===== config.mk =====
export PLATFORM = sky130hd
export DESIGN_NAME = bcr_device_flat
export DESIGN_NICKNAME = d
export VERILOG_FILES = /design/src/bcr_pkg.sv /design/src/bcr_link_if.sv /design/src/bcr_flag_bit.sv /design/src/bcr_device.sv /design/src/flat_wrapper.sv
export VERILOG_INCLUDE_DIRS = /design/src
export SDC_FILE = /design/constraint.sdc
export NUM_CORES = 1
export LEC_CHECK = 0
export BUFFER_PORTS_ARGS = -buffer_cell sky130_fd_sc_hd__buf_2
export CORE_ASPECT_RATIO = 1.25
export CORE_UTILIZATION = 40
export DETAILED_ROUTE_END_ITERATION = 8
export PLACE_DENSITY = 0.66
export SLEW_MARGIN = 10
export SYNTH_ARGS = -nofsm -noshare
export SYNTH_HDL_FRONTEND = slang
export SYNTH_HIERARCHICAL = 1
export SYNTH_SLANG_ARGS = --single-unit
export TNS_END_PERCENT = 50

===== constraint.sdc =====
create_clock -name CORE_CLK_I -period 3.4 [get_ports CORE_CLK_I]
set_input_delay 0.68 -clock CORE_CLK_I [delete_from_list [all_inputs] [get_ports CORE_CLK_I]]
set_output_delay 0.68 -clock CORE_CLK_I [all_outputs]
set_load 0.02 [all_outputs]

===== src/bcr_defs.svh =====
`ifndef BCR_DEFS_SVH
`define BCR_DEFS_SVH

// Clock rate and time figures
`define BCR_CLK_MHZ 10
`define BCR_EN_DELAY_US 100
`define BCR_SS_BASE_US 500

// Device register offsets
`define BCR_OFS_SETPOINT 8'h00
`define BCR_OFS_CTRL1 8'h01
`define BCR_OFS_CTRL2 8'h02
`define BCR_OFS_CTRL3 8'h03
`define BCR_OFS_STATUS 8'h04

// Reset values
`define BCR_CTRL1_RST 8'h2A
`define BCR_CTRL2_RST 8'h09
`define BCR_CTRL3_RST 8'h00
`define BCR_STATUS_RST 8'h02

// Field positions
`define BCR_BIT_RESET 7
`define BCR_BIT_SPREAD 6
`define BCR_BIT_SWITCH_ON 5
`define BCR_BIT_FPWM 4
`define BCR_BIT_BLEED 3
`define BCR_BIT_RETRY 2
`define BCR_BIT_STANDALONE 1
`define BCR_BIT_GOOD_BLANK 0
`define BCR_FLAG_COUNT 6

// Masks of implemented bits; the rest reads zero
`define BCR_CTRL2_MASK 8'h0F
`define BCR_CTRL3_MASK 8'h03
`define BCR_STATUS_MASK 8'h3F

// Setpoint scale in 1.25 mV units
`define BCR_BASE_LOW 12'h140
`define BCR_BASE_HIGH 12'h280
`define BCR_RANGE_HIGH 2'h3

// Slew in 0.25 mV/us units
`define BCR_SLEW_00 6'h28
`define BCR_SLEW_01 6'h14
`define BCR_SLEW_10 6'h05
`define BCR_SLEW_11 6'h02

// Host command register offsets and bits
`define BCR_H_OFS_TADDR 3'h0
`define BCR_H_OFS_TDATA 3'h1
`define BCR_H_OFS_CMD 3'h2
`define BCR_H_OFS_RESULT 3'h3
`define BCR_H_OFS_STATE 3'h4
`define BCR_H_CMD_WRITE 0
`define BCR_H_CMD_READ 1

`endif


===== src/bcr_pkg.sv =====
`default_nettype none
package bcr_pkg;
   // Device startup sequence
   typedef enum logic [2:0] {
      BCR_ST_DELAY = 3'b001,
      BCR_ST_RAMP = 3'b010,
      BCR_ST_RUN = 3'b100
   } bcr_dev_state_type;

   // Host access sequence
   typedef enum logic [2:0] {
      BCR_HS_IDLE = 3'b001,
      BCR_HS_ISSUE = 3'b010,
      BCR_HS_CAPTURE = 3'b100
   } bcr_host_state_type;
endpackage
`default_nettype wire


===== src/bcr_link_if.sv =====
`timescale 1ns/1ps
`default_nettype none
interface bcr_link_if;
   logic [7:0] addr;
   logic [7:0] wdata;
   logic wr;
   logic rd;
   logic [7:0] rdata;

   modport device (input addr, input wdata, input wr, input rd, output rdata);
   modport host (output addr, output wdata, output wr, output rd, input rdata);
endinterface
`default_nettype wire


===== src/bcr_flag_bit.sv =====
`timescale 1ns/1ps
`default_nettype none
module bcr_flag_bit #(
   parameter logic RST_VAL = 1'b0
) (
   input wire logic clk_i,
   input wire logic nrst_i,
   input wire logic ce_i,
   input wire logic set_i,
   input wire logic clr_i,
   input wire logic srst_i,
   output logic flag_o
);
   logic flag_reg;
   logic flag_next;

   // Sticky flag, event beats read clear
   always_comb begin
      flag_next = flag_reg;
      if (srst_i) begin
         flag_next = RST_VAL;
      end else if (set_i) begin
         flag_next = 1'b1;
      end else if (clr_i) begin
         flag_next = 1'b0;
      end
   end

   always_ff @(posedge clk_i or negedge nrst_i) begin
      if (!nrst_i) begin
         flag_reg <= RST_VAL;
      end else if (ce_i) begin
         flag_reg <= flag_next;
      end
   end

   assign flag_o = flag_reg;
endmodule // bcr_flag_bit
`default_nettype wire


===== src/bcr_device.sv =====
// The address-and-strobe port is this design's own decision.
`timescale 1ns/1ps
`default_nettype none
`include "bcr_defs.svh"
module bcr_device #(
   parameter int unsigned EN_DELAY_CYCLES = `BCR_EN_DELAY_US * `BCR_CLK_MHZ,
   parameter int unsigned SS_BASE_CYCLES = `BCR_SS_BASE_US * `BCR_CLK_MHZ
) (
   input wire logic CORE_CLK_I,
   input wire logic NRST_I,
   input wire logic CE_I,
   bcr_link_if.device LINK,
   input wire logic MODE_SYNC_ACTIVE_I,
   input wire logic [7:0] SETPOINT_CODE_I,
   input wire logic DYNAMIC_VOLTAGE_CHANGE_I,
   input wire logic WINDOW_OK_I,
   input wire logic [5:0] EVENT_I,
   output logic SWITCHING_O,
   output logic STARTUP_RAMP_O,
   output logic [19:0] RAMP_CYCLES_O,
   output logic SPREAD_SPECTRUM_ON_O,
   output logic FORCED_FIXED_FREQ_ON_O,
   output logic OUTPUT_BLEED_ON_O,
   output logic RETRY_RECOVERY_ON_O,
   output logic [5:0] SLEW_RATE_O,
   output logic [11:0] SETPOINT_O,
   output logic EN_PULLDOWN_ON_O,
   output logic CLOCK_FOLLOW_OUT_ON_O,
   output logic POWER_GOOD_OUT_O,
   output logic POWER_GOOD_OE_O
);
   localparam logic [19:0] DELAY_LAST = 20'(EN_DELAY_CYCLES - 1);
   localparam logic [19:0] SS_BASE = 20'(SS_BASE_CYCLES);

   logic [6:0] ctrl1_reg;
   logic [6:0] ctrl1_next;
   logic [3:0] ctrl2_reg;
   logic [3:0] ctrl2_next;
   logic [1:0] ctrl3_reg;
   logic [1:0] ctrl3_next;
   logic [7:0] rdata_reg;
   logic [7:0] rdata_next;
   bcr_pkg::bcr_dev_state_type state_reg;
   bcr_pkg::bcr_dev_state_type state_next;
   logic [19:0] cnt_reg;
   logic [19:0] cnt_next;
   logic [19:0] ramp_reg;
   logic [19:0] ramp_next;
   logic [11:0] setpoint_reg;
   logic [11:0] setpoint_next;
   logic [5:0] slew_reg;
   logic [5:0] slew_next;
   logic fpwm_reg;
   logic fpwm_next;
   logic good_out_reg;
   logic good_out_next;
   logic good_oe_reg;
   logic good_oe_next;
   logic soft_reset;
   logic status_clr;
   logic [5:0] flags;
   logic [19:0] ss_len;

   // Sticky status flags, one per event
   genvar gi;
   generate
      for (gi = 0; gi < `BCR_FLAG_COUNT; gi++) begin : g_flag
         bcr_flag_bit #(
            .RST_VAL(1'(`BCR_STATUS_RST >> gi))
         ) u_flag (
            .clk_i(CORE_CLK_I),
            .nrst_i(NRST_I),
            .ce_i(CE_I),
            .set_i(EVENT_I[gi]),
            .clr_i(status_clr),
            .srst_i(soft_reset),
            .flag_o(flags[gi])
         );
      end
   endgenerate

   // Read of status clears all flags except one whose event is raised in the same cycle
   assign status_clr = LINK.rd && (LINK.addr == `BCR_OFS_STATUS);
   assign ss_len = (SS_BASE << ctrl2_reg[1:0]) - 20'h00001;

   // Register file, startup sequence and derived outputs
   always_comb begin
      ctrl1_next = ctrl1_reg;
      ctrl2_next = ctrl2_reg;
      ctrl3_next = ctrl3_reg;
      rdata_next = 8'h00;
      state_next = state_reg;
      cnt_next = cnt_reg;
      ramp_next = ramp_reg;
      soft_reset = 1'b0;
      // Writes refused until the enable delay has run out
      if (LINK.wr && (state_reg != bcr_pkg::BCR_ST_DELAY)) begin
         case (LINK.addr)
            `BCR_OFS_CTRL1: begin
               if (LINK.wdata[`BCR_BIT_RESET]) begin
                  soft_reset = 1'b1;
               end else begin
                  ctrl1_next = LINK.wdata[6:0];
               end
            end
            `BCR_OFS_CTRL2: ctrl2_next = LINK.wdata[3:0];
            `BCR_OFS_CTRL3: ctrl3_next = LINK.wdata[1:0];
            default: ;
         endcase
      end
      if (LINK.rd) begin
         case (LINK.addr)
            `BCR_OFS_CTRL1: rdata_next = {1'b0, ctrl1_reg};
            `BCR_OFS_CTRL2: rdata_next = {4'h0, ctrl2_reg};
            `BCR_OFS_CTRL3: rdata_next = {6'h00, ctrl3_reg};
            `BCR_OFS_STATUS: rdata_next = {2'b00, flags};
            default: rdata_next = 8'h00;
         endcase
      end
      // Enable delay, then soft-start ramp, then run
      case (state_reg)
         bcr_pkg::BCR_ST_DELAY: begin
            if (cnt_reg == 20'h00000) begin
               state_next = bcr_pkg::BCR_ST_RAMP;
               cnt_next = ss_len;
               ramp_next = ss_len + 20'h00001;
            end else begin
               cnt_next = cnt_reg - 20'h00001;
            end
         end
         bcr_pkg::BCR_ST_RAMP: begin
            if (cnt_reg == 20'h00000) begin
               state_next = bcr_pkg::BCR_ST_RUN;
            end else begin
               cnt_next = cnt_reg - 20'h00001;
            end
         end
         bcr_pkg::BCR_ST_RUN: ;
         default: begin
            state_next = bcr_pkg::BCR_ST_DELAY;
            cnt_next = DELAY_LAST;
         end
      endcase
      if (soft_reset) begin
         ctrl1_next = 7'(`BCR_CTRL1_RST);
         ctrl2_next = 4'(`BCR_CTRL2_RST);
         ctrl3_next = 2'(`BCR_CTRL3_RST);
         state_next = bcr_pkg::BCR_ST_DELAY;
         cnt_next = DELAY_LAST;
      end
      // Setpoint in 1.25 mV units
      setpoint_next = ((ctrl2_reg[3:2] == `BCR_RANGE_HIGH) ? `BCR_BASE_HIGH : `BCR_BASE_LOW)
         + ({4'h0, SETPOINT_CODE_I} << ctrl2_reg[3:2]);
      case (ctrl1_reg[1:0])
         2'h0: slew_next = `BCR_SLEW_00;
         2'h1: slew_next = `BCR_SLEW_01;
         2'h2: slew_next = `BCR_SLEW_10;
         default: slew_next = `BCR_SLEW_11;
      endcase
      fpwm_next = ctrl1_reg[`BCR_BIT_FPWM] | MODE_SYNC_ACTIVE_I;
      good_out_next = WINDOW_OK_I;
      good_oe_next = !(ctrl3_reg[`BCR_BIT_GOOD_BLANK] && DYNAMIC_VOLTAGE_CHANGE_I);
   end

   always_ff @(posedge CORE_CLK_I or negedge NRST_I) begin
      if (!NRST_I) begin
         ctrl1_reg <= 7'(`BCR_CTRL1_RST);
         ctrl2_reg <= 4'(`BCR_CTRL2_RST);
         ctrl3_reg <= 2'(`BCR_CTRL3_RST);
         rdata_reg <= 8'h00;
         state_reg <= bcr_pkg::BCR_ST_DELAY;
         cnt_reg <= DELAY_LAST;
         ramp_reg <= 20'h00000;
         setpoint_reg <= 12'h000;
         slew_reg <= 6'h00;
         fpwm_reg <= 1'b0;
         good_out_reg <= 1'b0;
         good_oe_reg <= 1'b1;
      end else if (CE_I) begin
         ctrl1_reg <= ctrl1_next;
         ctrl2_reg <= ctrl2_next;
         ctrl3_reg <= ctrl3_next;
         rdata_reg <= rdata_next;
         state_reg <= state_next;
         cnt_reg <= cnt_next;
         ramp_reg <= ramp_next;
         setpoint_reg <= setpoint_next;
         slew_reg <= slew_next;
         fpwm_reg <= fpwm_next;
         good_out_reg <= good_out_next;
         good_oe_reg <= good_oe_next;
      end
   end

   // Outputs from registers, some through gates on register bits
   assign LINK.rdata = rdata_reg;
   assign SWITCHING_O = ctrl1_reg[`BCR_BIT_SWITCH_ON]
      && (state_reg != bcr_pkg::BCR_ST_DELAY);
   assign STARTUP_RAMP_O = (state_reg == bcr_pkg::BCR_ST_RAMP);
   assign RAMP_CYCLES_O = ramp_reg;
   assign SPREAD_SPECTRUM_ON_O = ctrl1_reg[`BCR_BIT_SPREAD];
   assign FORCED_FIXED_FREQ_ON_O = fpwm_reg;
   assign OUTPUT_BLEED_ON_O = ctrl1_reg[`BCR_BIT_BLEED];
   assign RETRY_RECOVERY_ON_O = ctrl1_reg[`BCR_BIT_RETRY];
   assign SLEW_RATE_O = slew_reg;
   assign SETPOINT_O = setpoint_reg;
   assign EN_PULLDOWN_ON_O = !ctrl3_reg[`BCR_BIT_STANDALONE];
   assign CLOCK_FOLLOW_OUT_ON_O = !ctrl3_reg[`BCR_BIT_STANDALONE];
   assign POWER_GOOD_OUT_O = good_out_reg;
   assign POWER_GOOD_OE_O = good_oe_reg;
endmodule // bcr_device
`default_nettype wire


===== src/flat_wrapper.sv =====
// flat-port wrapper written by rule: the top's interface ports become plain ports
module bcr_device_flat 
#(
   parameter int unsigned EN_DELAY_CYCLES = `BCR_EN_DELAY_US * `BCR_CLK_MHZ,
   parameter int unsigned SS_BASE_CYCLES = `BCR_SS_BASE_US * `BCR_CLK_MHZ
)
  (CORE_CLK_I, NRST_I, CE_I, MODE_SYNC_ACTIVE_I, SETPOINT_CODE_I, DYNAMIC_VOLTAGE_CHANGE_I, WINDOW_OK_I, EVENT_I, SWITCHING_O, STARTUP_RAMP_O, RAMP_CYCLES_O, SPREAD_SPECTRUM_ON_O, FORCED_FIXED_FREQ_ON_O, OUTPUT_BLEED_ON_O, RETRY_RECOVERY_ON_O, SLEW_RATE_O, SETPOINT_O, EN_PULLDOWN_ON_O, CLOCK_FOLLOW_OUT_ON_O, POWER_GOOD_OUT_O, POWER_GOOD_OE_O, LINK_addr, LINK_wdata, LINK_wr, LINK_rd, LINK_rdata);
  bcr_link_if LINK_i ();
  input wire logic CORE_CLK_I;
  input wire logic NRST_I;
  input wire logic CE_I;
  input wire logic MODE_SYNC_ACTIVE_I;
  input wire logic [7:0] SETPOINT_CODE_I;
  input wire logic DYNAMIC_VOLTAGE_CHANGE_I;
  input wire logic WINDOW_OK_I;
  input wire logic [5:0] EVENT_I;
  output logic SWITCHING_O;
  output logic STARTUP_RAMP_O;
  output logic [19:0] RAMP_CYCLES_O;
  output logic SPREAD_SPECTRUM_ON_O;
  output logic FORCED_FIXED_FREQ_ON_O;
  output logic OUTPUT_BLEED_ON_O;
  output logic RETRY_RECOVERY_ON_O;
  output logic [5:0] SLEW_RATE_O;
  output logic [11:0] SETPOINT_O;
  output logic EN_PULLDOWN_ON_O;
  output logic CLOCK_FOLLOW_OUT_ON_O;
  output logic POWER_GOOD_OUT_O;
  output logic POWER_GOOD_OE_O;
  input wire logic [$bits(LINK_i.addr)-1:0] LINK_addr;
  input wire logic [$bits(LINK_i.wdata)-1:0] LINK_wdata;
  input wire logic [$bits(LINK_i.wr)-1:0] LINK_wr;
  input wire logic [$bits(LINK_i.rd)-1:0] LINK_rd;
  output wire logic [$bits(LINK_i.rdata)-1:0] LINK_rdata;
  assign LINK_i.addr = LINK_addr;
  assign LINK_i.wdata = LINK_wdata;
  assign LINK_i.wr = LINK_wr;
  assign LINK_i.rd = LINK_rd;
  assign LINK_rdata = LINK_i.rdata;
  bcr_device #(.EN_DELAY_CYCLES(EN_DELAY_CYCLES), .SS_BASE_CYCLES(SS_BASE_CYCLES)) u_core (.CORE_CLK_I(CORE_CLK_I), .NRST_I(NRST_I), .CE_I(CE_I), .LINK(LINK_i), .MODE_SYNC_ACTIVE_I(MODE_SYNC_ACTIVE_I), .SETPOINT_CODE_I(SETPOINT_CODE_I), .DYNAMIC_VOLTAGE_CHANGE_I(DYNAMIC_VOLTAGE_CHANGE_I), .WINDOW_OK_I(WINDOW_OK_I), .EVENT_I(EVENT_I), .SWITCHING_O(SWITCHING_O), .STARTUP_RAMP_O(STARTUP_RAMP_O), .RAMP_CYCLES_O(RAMP_CYCLES_O), .SPREAD_SPECTRUM_ON_O(SPREAD_SPECTRUM_ON_O), .FORCED_FIXED_FREQ_ON_O(FORCED_FIXED_FREQ_ON_O), .OUTPUT_BLEED_ON_O(OUTPUT_BLEED_ON_O), .RETRY_RECOVERY_ON_O(RETRY_RECOVERY_ON_O), .SLEW_RATE_O(SLEW_RATE_O), .SETPOINT_O(SETPOINT_O), .EN_PULLDOWN_ON_O(EN_PULLDOWN_ON_O), .CLOCK_FOLLOW_OUT_ON_O(CLOCK_FOLLOW_OUT_ON_O), .POWER_GOOD_OUT_O(POWER_GOOD_OUT_O), .POWER_GOOD_OE_O(POWER_GOOD_OE_O));
endmodule

### Word level (Yosys, flattened, before mapping)

Cells that the tools add are included.

| word-level totals | value |
|---|---|
| bits in registers | 91 |
| latch bits | 0 |
| RAM bits | 0 |
| ROM bits | 0 |
| output and inout port bits | 56 |
| word-level logic and storage cells | 109 |
| memories kept | 0 |

| cells by class | value |
|---|---|
| $add $sub $neg | 4 |
| multipliers | 0 |
| div/mod/pow operators | 0 |
| magnitude comparators | 0 |
| eq/ne operators | 16 |
| shift-type cells | 2 |
| muxes and demuxes | 38 |
| bitwise gates (word level) | 1 |
| reduce and logical (&&, ||, !) cells | 30 |

Operators by type and width:

| cell | number |
|---|---|
| 20-bit 2-to-1 mux | 3 |
| 20-bit case mux with 3 select lines | 1 |
| 20-bit by 1-bit subtractor with 20-bit output (second input constant) | 2 |
| 7-bit 2-to-1 mux | 4 |
| 7-bit case mux with 4 select lines | 1 |
| 20-bit by 1-bit adder with 20-bit output (second input constant) | 1 |
| 20-bit zero test | 1 |
| 13-bit by 2-bit << shifter with 20-bit output (first input constant) | 1 |
| 6-bit case mux with 3 select lines | 1 |
| 3-bit nonzero test | 6 |
| 8-bit by 2-bit == test with 1-bit output (second input constant) | 2 |
| 1-bit 2-to-1 mux | 16 |
| 12-bit adder | 1 |
| 4-bit 2-to-1 mux | 3 |
| 2-bit AND reduction | 6 |
| 3-bit AND reduction | 4 |
| 8-bit by 2-bit << shifter with 12-bit output | 1 |
| 10-bit 2-to-1 mux | 1 |
| 3-bit 2-to-1 mux | 3 |
| 3-bit case mux with 3 select lines | 1 |
| 8-bit by 1-bit == test with 1-bit output (second input constant) | 1 |
| 8-bit by 3-bit == test with 1-bit output (second input constant) | 1 |
| 8-bit 2-to-1 mux | 1 |
| 4-bit AND reduction | 2 |
| other kinds (16) | 27 |

### Longest topological paths before layout

| logic depth | value |
|---|---|
| depth after elaboration | 5 |
| depth in mapped cells | 12 |
| depth with buffers taken out | 11 |

### By module

The synthesis kept the hierarchy.

By module, submodules not included:

| module | times used | cells each | area an instance (µm²) | sequential area each (µm²) |
|---|---|---|---|---|
| bcr_device | 1 | 476 | 4,544.4 | 1,920.6 |
| bcr_flag_bit (u_core.g_flag[0].u_flag ...) | 5 | 4 | 56.3 | 25.0 |
| bcr_flag_bit (u_core.g_flag[1].u_flag) | 1 | 4 | 45.0 | 26.3 |

### Least setup slack after synthesis

No wires, ideal clock.

| timing path | value |
|---|---|
| path kind | register to register |
| from | register u_core.ctrl2_reg[3] |
| to | register u_core.setpoint_reg[10], in the netlist u_core/SETPOINT_O[10] |
| library setup time | 125 ps |
| data arrival time | 2,371 ps |
| required time | 3,275 ps |
| slack | 905 ps |
| stages on the path, launching flop included | 13 |
| path buffers | 2 |
| period minus slack after synthesis | 2,495 ps |
| path through | dfstp_2 > clkbuf_1 > clkbuf_1 > nor2_1 > a21oi_1 > ha_1 > inv_1 > fa_1 > inv_1 > a21o_1 > a21oi_1 > xor2_1 > mux2_2 |

| on the way | value |
|---|---|
| longest elaborated chain between the ends | 3 |

Ends and longest elaborated chain:

| element | line | source |
|---|---|---|
| start, declared | bcr_device.sv:37 | `logic [3:0] ctrl2_reg;` |
| start signal, assigned | bcr_device.sv:168 | `` ctrl2_reg <= 4'(`BCR_CTRL2_RST); `` |
| start signal, assigned | bcr_device.sv:181 | `ctrl2_reg <= ctrl2_next;` |
| 2-bit == test (no source line) | -- |  |
| 10-bit 2-to-1 mux (no source line) | -- |  |
| 12-bit adder * | bcr_device.sv:152 | `` setpoint_next = ((ctrl2_reg[3:2] == `BCR_RANGE_HIGH) ? `BCR_BASE_HIGH : `BCR_BASE_LOW) `` |
| end signal, assigned | bcr_device.sv:187 | `setpoint_reg <= setpoint_next;` |
| end, declared | bcr_device.sv:49 | `logic [11:0] setpoint_reg;` |

Every way passes the cells marked *; elsewhere a longest branch is shown, timed or not.
A chain may end at the register's enable or synchronous reset.

### Final worst setup path

| timing path | value |
|---|---|
| from | register u_core.state_reg[0] |
| to | register u_core.cnt_reg[7] |

| on the way | value |
|---|---|
| longest elaborated chain between the ends | 5 |

Ends and longest elaborated chain:

| element | line | source |
|---|---|---|
| start, declared | bcr_device.sv:43 | `bcr_pkg::bcr_dev_state_type state_reg;` |
| start signal, assigned | bcr_device.sv:171 | `state_reg <= bcr_pkg::BCR_ST_DELAY;` |
| start signal, assigned | bcr_device.sv:184 | `state_reg <= state_next;` |
| 3-bit by 1-bit != test with 1-bit output * | bcr_device.sv:97 | `if (LINK.wr && (state_reg != bcr_pkg::BCR_ST_DELAY)) begin` |
| 1-bit logical AND * | bcr_device.sv:97 |  |
| 1-bit 2-to-1 mux * | bcr_device.sv:97 |  |
| named net u_core.soft_reset | bcr_device.sv:59 | `logic soft_reset;` |
| 3-bit != test (no source line) or 2-bit != test (tied branches) | -- |  |
| 3-bit AND reduction (no source line) | -- |  |
| end signal, assigned | bcr_device.sv:185 | `cnt_reg <= cnt_next;` |
| end, declared | bcr_device.sv:45 | `logic [19:0] cnt_reg;` |

The timed path passes the listed nets; every way through them passes the cells marked *.

==> key figures <==
Route
  – DR DRC count: 0
  – Antenna Nets Post-Route: 0
  – Routed wire length: 12270 um
  – Avg Vias per Cell: 5.546
  – DRT Pass-1 Iters: 4
  – Via count: 4104
  – Iter 0 DRT Violations: 303
  – WL per Instance: 16.58 um

Synthesis
  – Syn. warnings: 6
  – Post-synthesis sequential area ratio: 0.4254
  – FF+latch count, synth: 82
  – Synth async-reset ratio: 1.000
  – Unique masters post-synth: 72
  – Syn Area/Cell: 9.742 um^2
  – Top-area cell type share of the netlist area: 0.3391
  – Mapped Cells: 500
  – Top FF cell, synth: dfrtp_1
  – Number of synthesized flops with an enable pin: 0
  – Cell Area, Synth: 0.004871 mm^2
  – Dominant cell type by area after synthesis: dfrtp_1
  – Dominant cells by area after synthesis: dfrtp_1 34%, dfstp_2 8.6%, ha_1 5.1%

GRT
  – Number of global-route vias before repair: 4141
  – Initial antenna violation count: 0
  – All-Layer GR Usage: 0.2051
  – First-pass GRT wire length: 20460 um
  – Largest net degree at the start of global routing: 83
  – Remaining Overflow, GRT: 0

Setup path
  – Data arrival, critical path: 3.03 ns
  – Crit Path Max Fanout: 13
  – Worst r2r dst: u_core/cnt_reg[7]
  – WP data required: 3.67 ns
  – R2R Path Start: u_core/state_reg[0]
  – CP Cell Sequence: or3b_1, nand3_1, or2_1, inv_2, o311a_1, o22ai_2, a21oi_1
  – Slowest cell on the critical path: dfstp_2
  – Reg2Reg Setup Slack: 0.64 ns
  – CP max stage delay: 0.60 ns
  – Critical Path Source Type: register
  – Setup CP Type: register to register
  – CP endpoint kind: register
  – Reg2Reg Depth: 7

Power
  – Int Power: 0.001829 W
  – Net Sw Frac: 0.2850
  – Clock share of power: 0.396
  – PD cells: 449.7 mW/mm^2
  – Sequential Power Share: 0.460
  – NetSw: 0.0007290 W
  – Peak VDD IR: 0.2447 mV
  – Static Leakage: 2.659 nW
  – Logic pwr share: 0.145

CTS
  – Clock sinks: 82
  – PostCTS Resize Cnt: 0
  – Number of setup buffers added after CTS: 0
  – H-tree depth: 3
  – Worst-skew pair later-pin latency: 0.33 ns
  – CTS root buf: clkbuf_16
  – Total CTS buffers: 9
  – Clk slew on worst S/H paths: 0.07 ns
  – CTS max path bufs: 2
  – TritonCTS clock tree: yes
  – CTS hold repair buffers: 0

Timing
  – Setup TNS: 0 ns
  – Fin. Hold Viols: 0
  – Worst slew pin tran: 1.064 ns
  – RSZ-0062 raised after global routing: no
  – Max Clk Rate: 362.1 MHz
  – Setup violations, final: 0
  – Crit share post-route: 0.8122
  – Hold Slack: 0.4767 ns
  – Final Max Slew Viols: 0
  – Rel. slew slack: 0.2910
  – Clock Skew: 0.007395 ns
  – Setup WS post-layout: 0.6387 ns
  – Min Tclk post-route: 2.761 ns

Outcome
  – Status: completed

Placement
  – Number of port buffers: 89
  – Setup WS pre-CTS: 0.5078 ns
  – DP HPWL: 8874 um
  – RD Place Congestion: 0.8947

Finish
  – Multi-input gate area: 0.002464 mm^2
  – Number of flip-flops in the largest register: 20
  – FF+latch area: 0.002072 mm^2
  – P&R area growth vs syn: 16.77%
  – Most common cell after layout, fill and taps aside: buf_2
  – N_diodes: 0
  – Nets: 633
  – Ratio of cells with drive above 1 in the final layout: 0.3022
  – Fillers: 1123
  – Most frequent cells in the layout: 88 x buf_2, 66 x dfrtp_1, 44 x nand2_1, 35 x inv_1, 33 x nor2_1

Floorplan
  – # IOs: 94
  – Die height: 125.4 um
  – Row cnt: 44
  – Initial Util: 0.4154
  – Core Area: 0.01173 mm^2
  – Die Span X: 100.7 um
  – DIE AREA: 0.01263 mm^2

Min path
  – Worst Hold Endpoint: u_core/RAMP_CYCLES_O[10]
  – Worst min path class: register to register
  – Hold Startpoint: u_core/RAMP_CYCLES_O[10]
  – Hold path depth: 2

Run
  – Maxcap violations: 0
## kinds of logic after synthesis
logic type | count (synthesis) | share of synthesized area
and+or+nand+nor | 154 | 0.1698
AOI/OAI and AO/OA | 130 | 0.2009
DFF | 82 | 0.4254
buffers and inverters | 75 | 0.07115
muxes | 23 | 0.05137
adders and majority gates | 21 | 0.05548
xor gates and xnor gates | 14 | 0.02517
other | 1 | 0.0007699
## worst max-delay path by stage
| stage | slack [ns] | from | to |
|---|---|---|---|
| 2_1_floorplan | 0.90 | u_core/ctrl2_reg[3] | u_core/SETPOINT_O[10] |
| 3_3_place_gp | 0.61 | LINK_addr[3] | u_core/cnt_reg[14] |
| 3_5_place_dp | 0.51 | LINK_addr[3] | u_core/cnt_reg[14] |
| 4_1_cts | 0.64 | u_core/state_reg[0] | u_core/cnt_reg[7] |
| 5_1_grt | 0.49 | u_core/state_reg[0] | u_core/cnt_reg[2] |
| 6_report | 0.64 | u_core/state_reg[0] | u_core/cnt_reg[7] |
## per-layer routing
layer | track usage | wire, um
met1 | 0.2579 | 5160
met2 | 0.3304 | 6039
met3 | 0.04919 | 766
met4 | 0.09548 | 302
met5 | 0 | 0
## critical path, delay by kind of cell, from the launching register on
family                 cells  cell delay, ns
and+or+nand+nor            3            1.14
AOI/OAI and AO/OA          3            0.82
DFF                        1            0.60
buffers and inverters      1            0.12
## cell type report
class	instances	area share
clock buffer	10	0.04201
tap	161	0.03542
sequential	82	0.3643
timing repair buffer	94	0.08535
clock inverter	6	0.01276
multi-input combinational	346	0.4331
inverter	41	0.02706
## through the flow
stage / utilization / cell area [um^2] / power, W / instances
3_5_place_dp: 0.4585 / 5376 / 0.001557 / 724
5_1_grt: 0.4851 / 5688 / 0.002678 / 740
3_3_place_gp: 0.4585 / 5376 / 0.001545 / 724
6_report: 0.4851 / 5688 / 0.002558 / 740
2_1_floorplan: - / 4882 / 0.001427 / 503
4_1_cts: 0.4851 / 5688 / 0.002584 / 740
## power by group through the flow
| stage | Sequential [W] | Clock [W] | Combinational, W |
|---|---|---|---|
| after detailed placement | 0.00119 | 0 | 0.000367 |
| final | 0.00118 | 0.00101 | 0.000370 |
| after global routing | 0.00118 | 0.00108 | 0.000411 |
| after floorplan | 0.00118 | 0 | 0.000245 |
| after global placement | 0.00119 | 0 | 0.000357 |
| after CTS | 0.00117 | 0.00104 | 0.000369 |
## cells in the mapped netlist, types with 6 or more instances
cell type / n
dfrtp_1: 66
nand2_1: 44
inv_1: 35
nor2_1: 33
o21ai_0: 28
ha_1: 20
a21oi_1: 17
dfstp_2: 16
mux2_2: 16
clkbuf_1: 15
nor3_1: 11
o22ai_1: 11
and2_1: 10
buf_4: 10
nand3_1: 10
xnor2_1: 10
a31oi_1: 8
nor4_1: 8
o21ai_1: 8
mux2i_1: 7
inv_2: 6
o22ai_2: 6
or3_1: 6
Power figures use the tool's default switching activity.
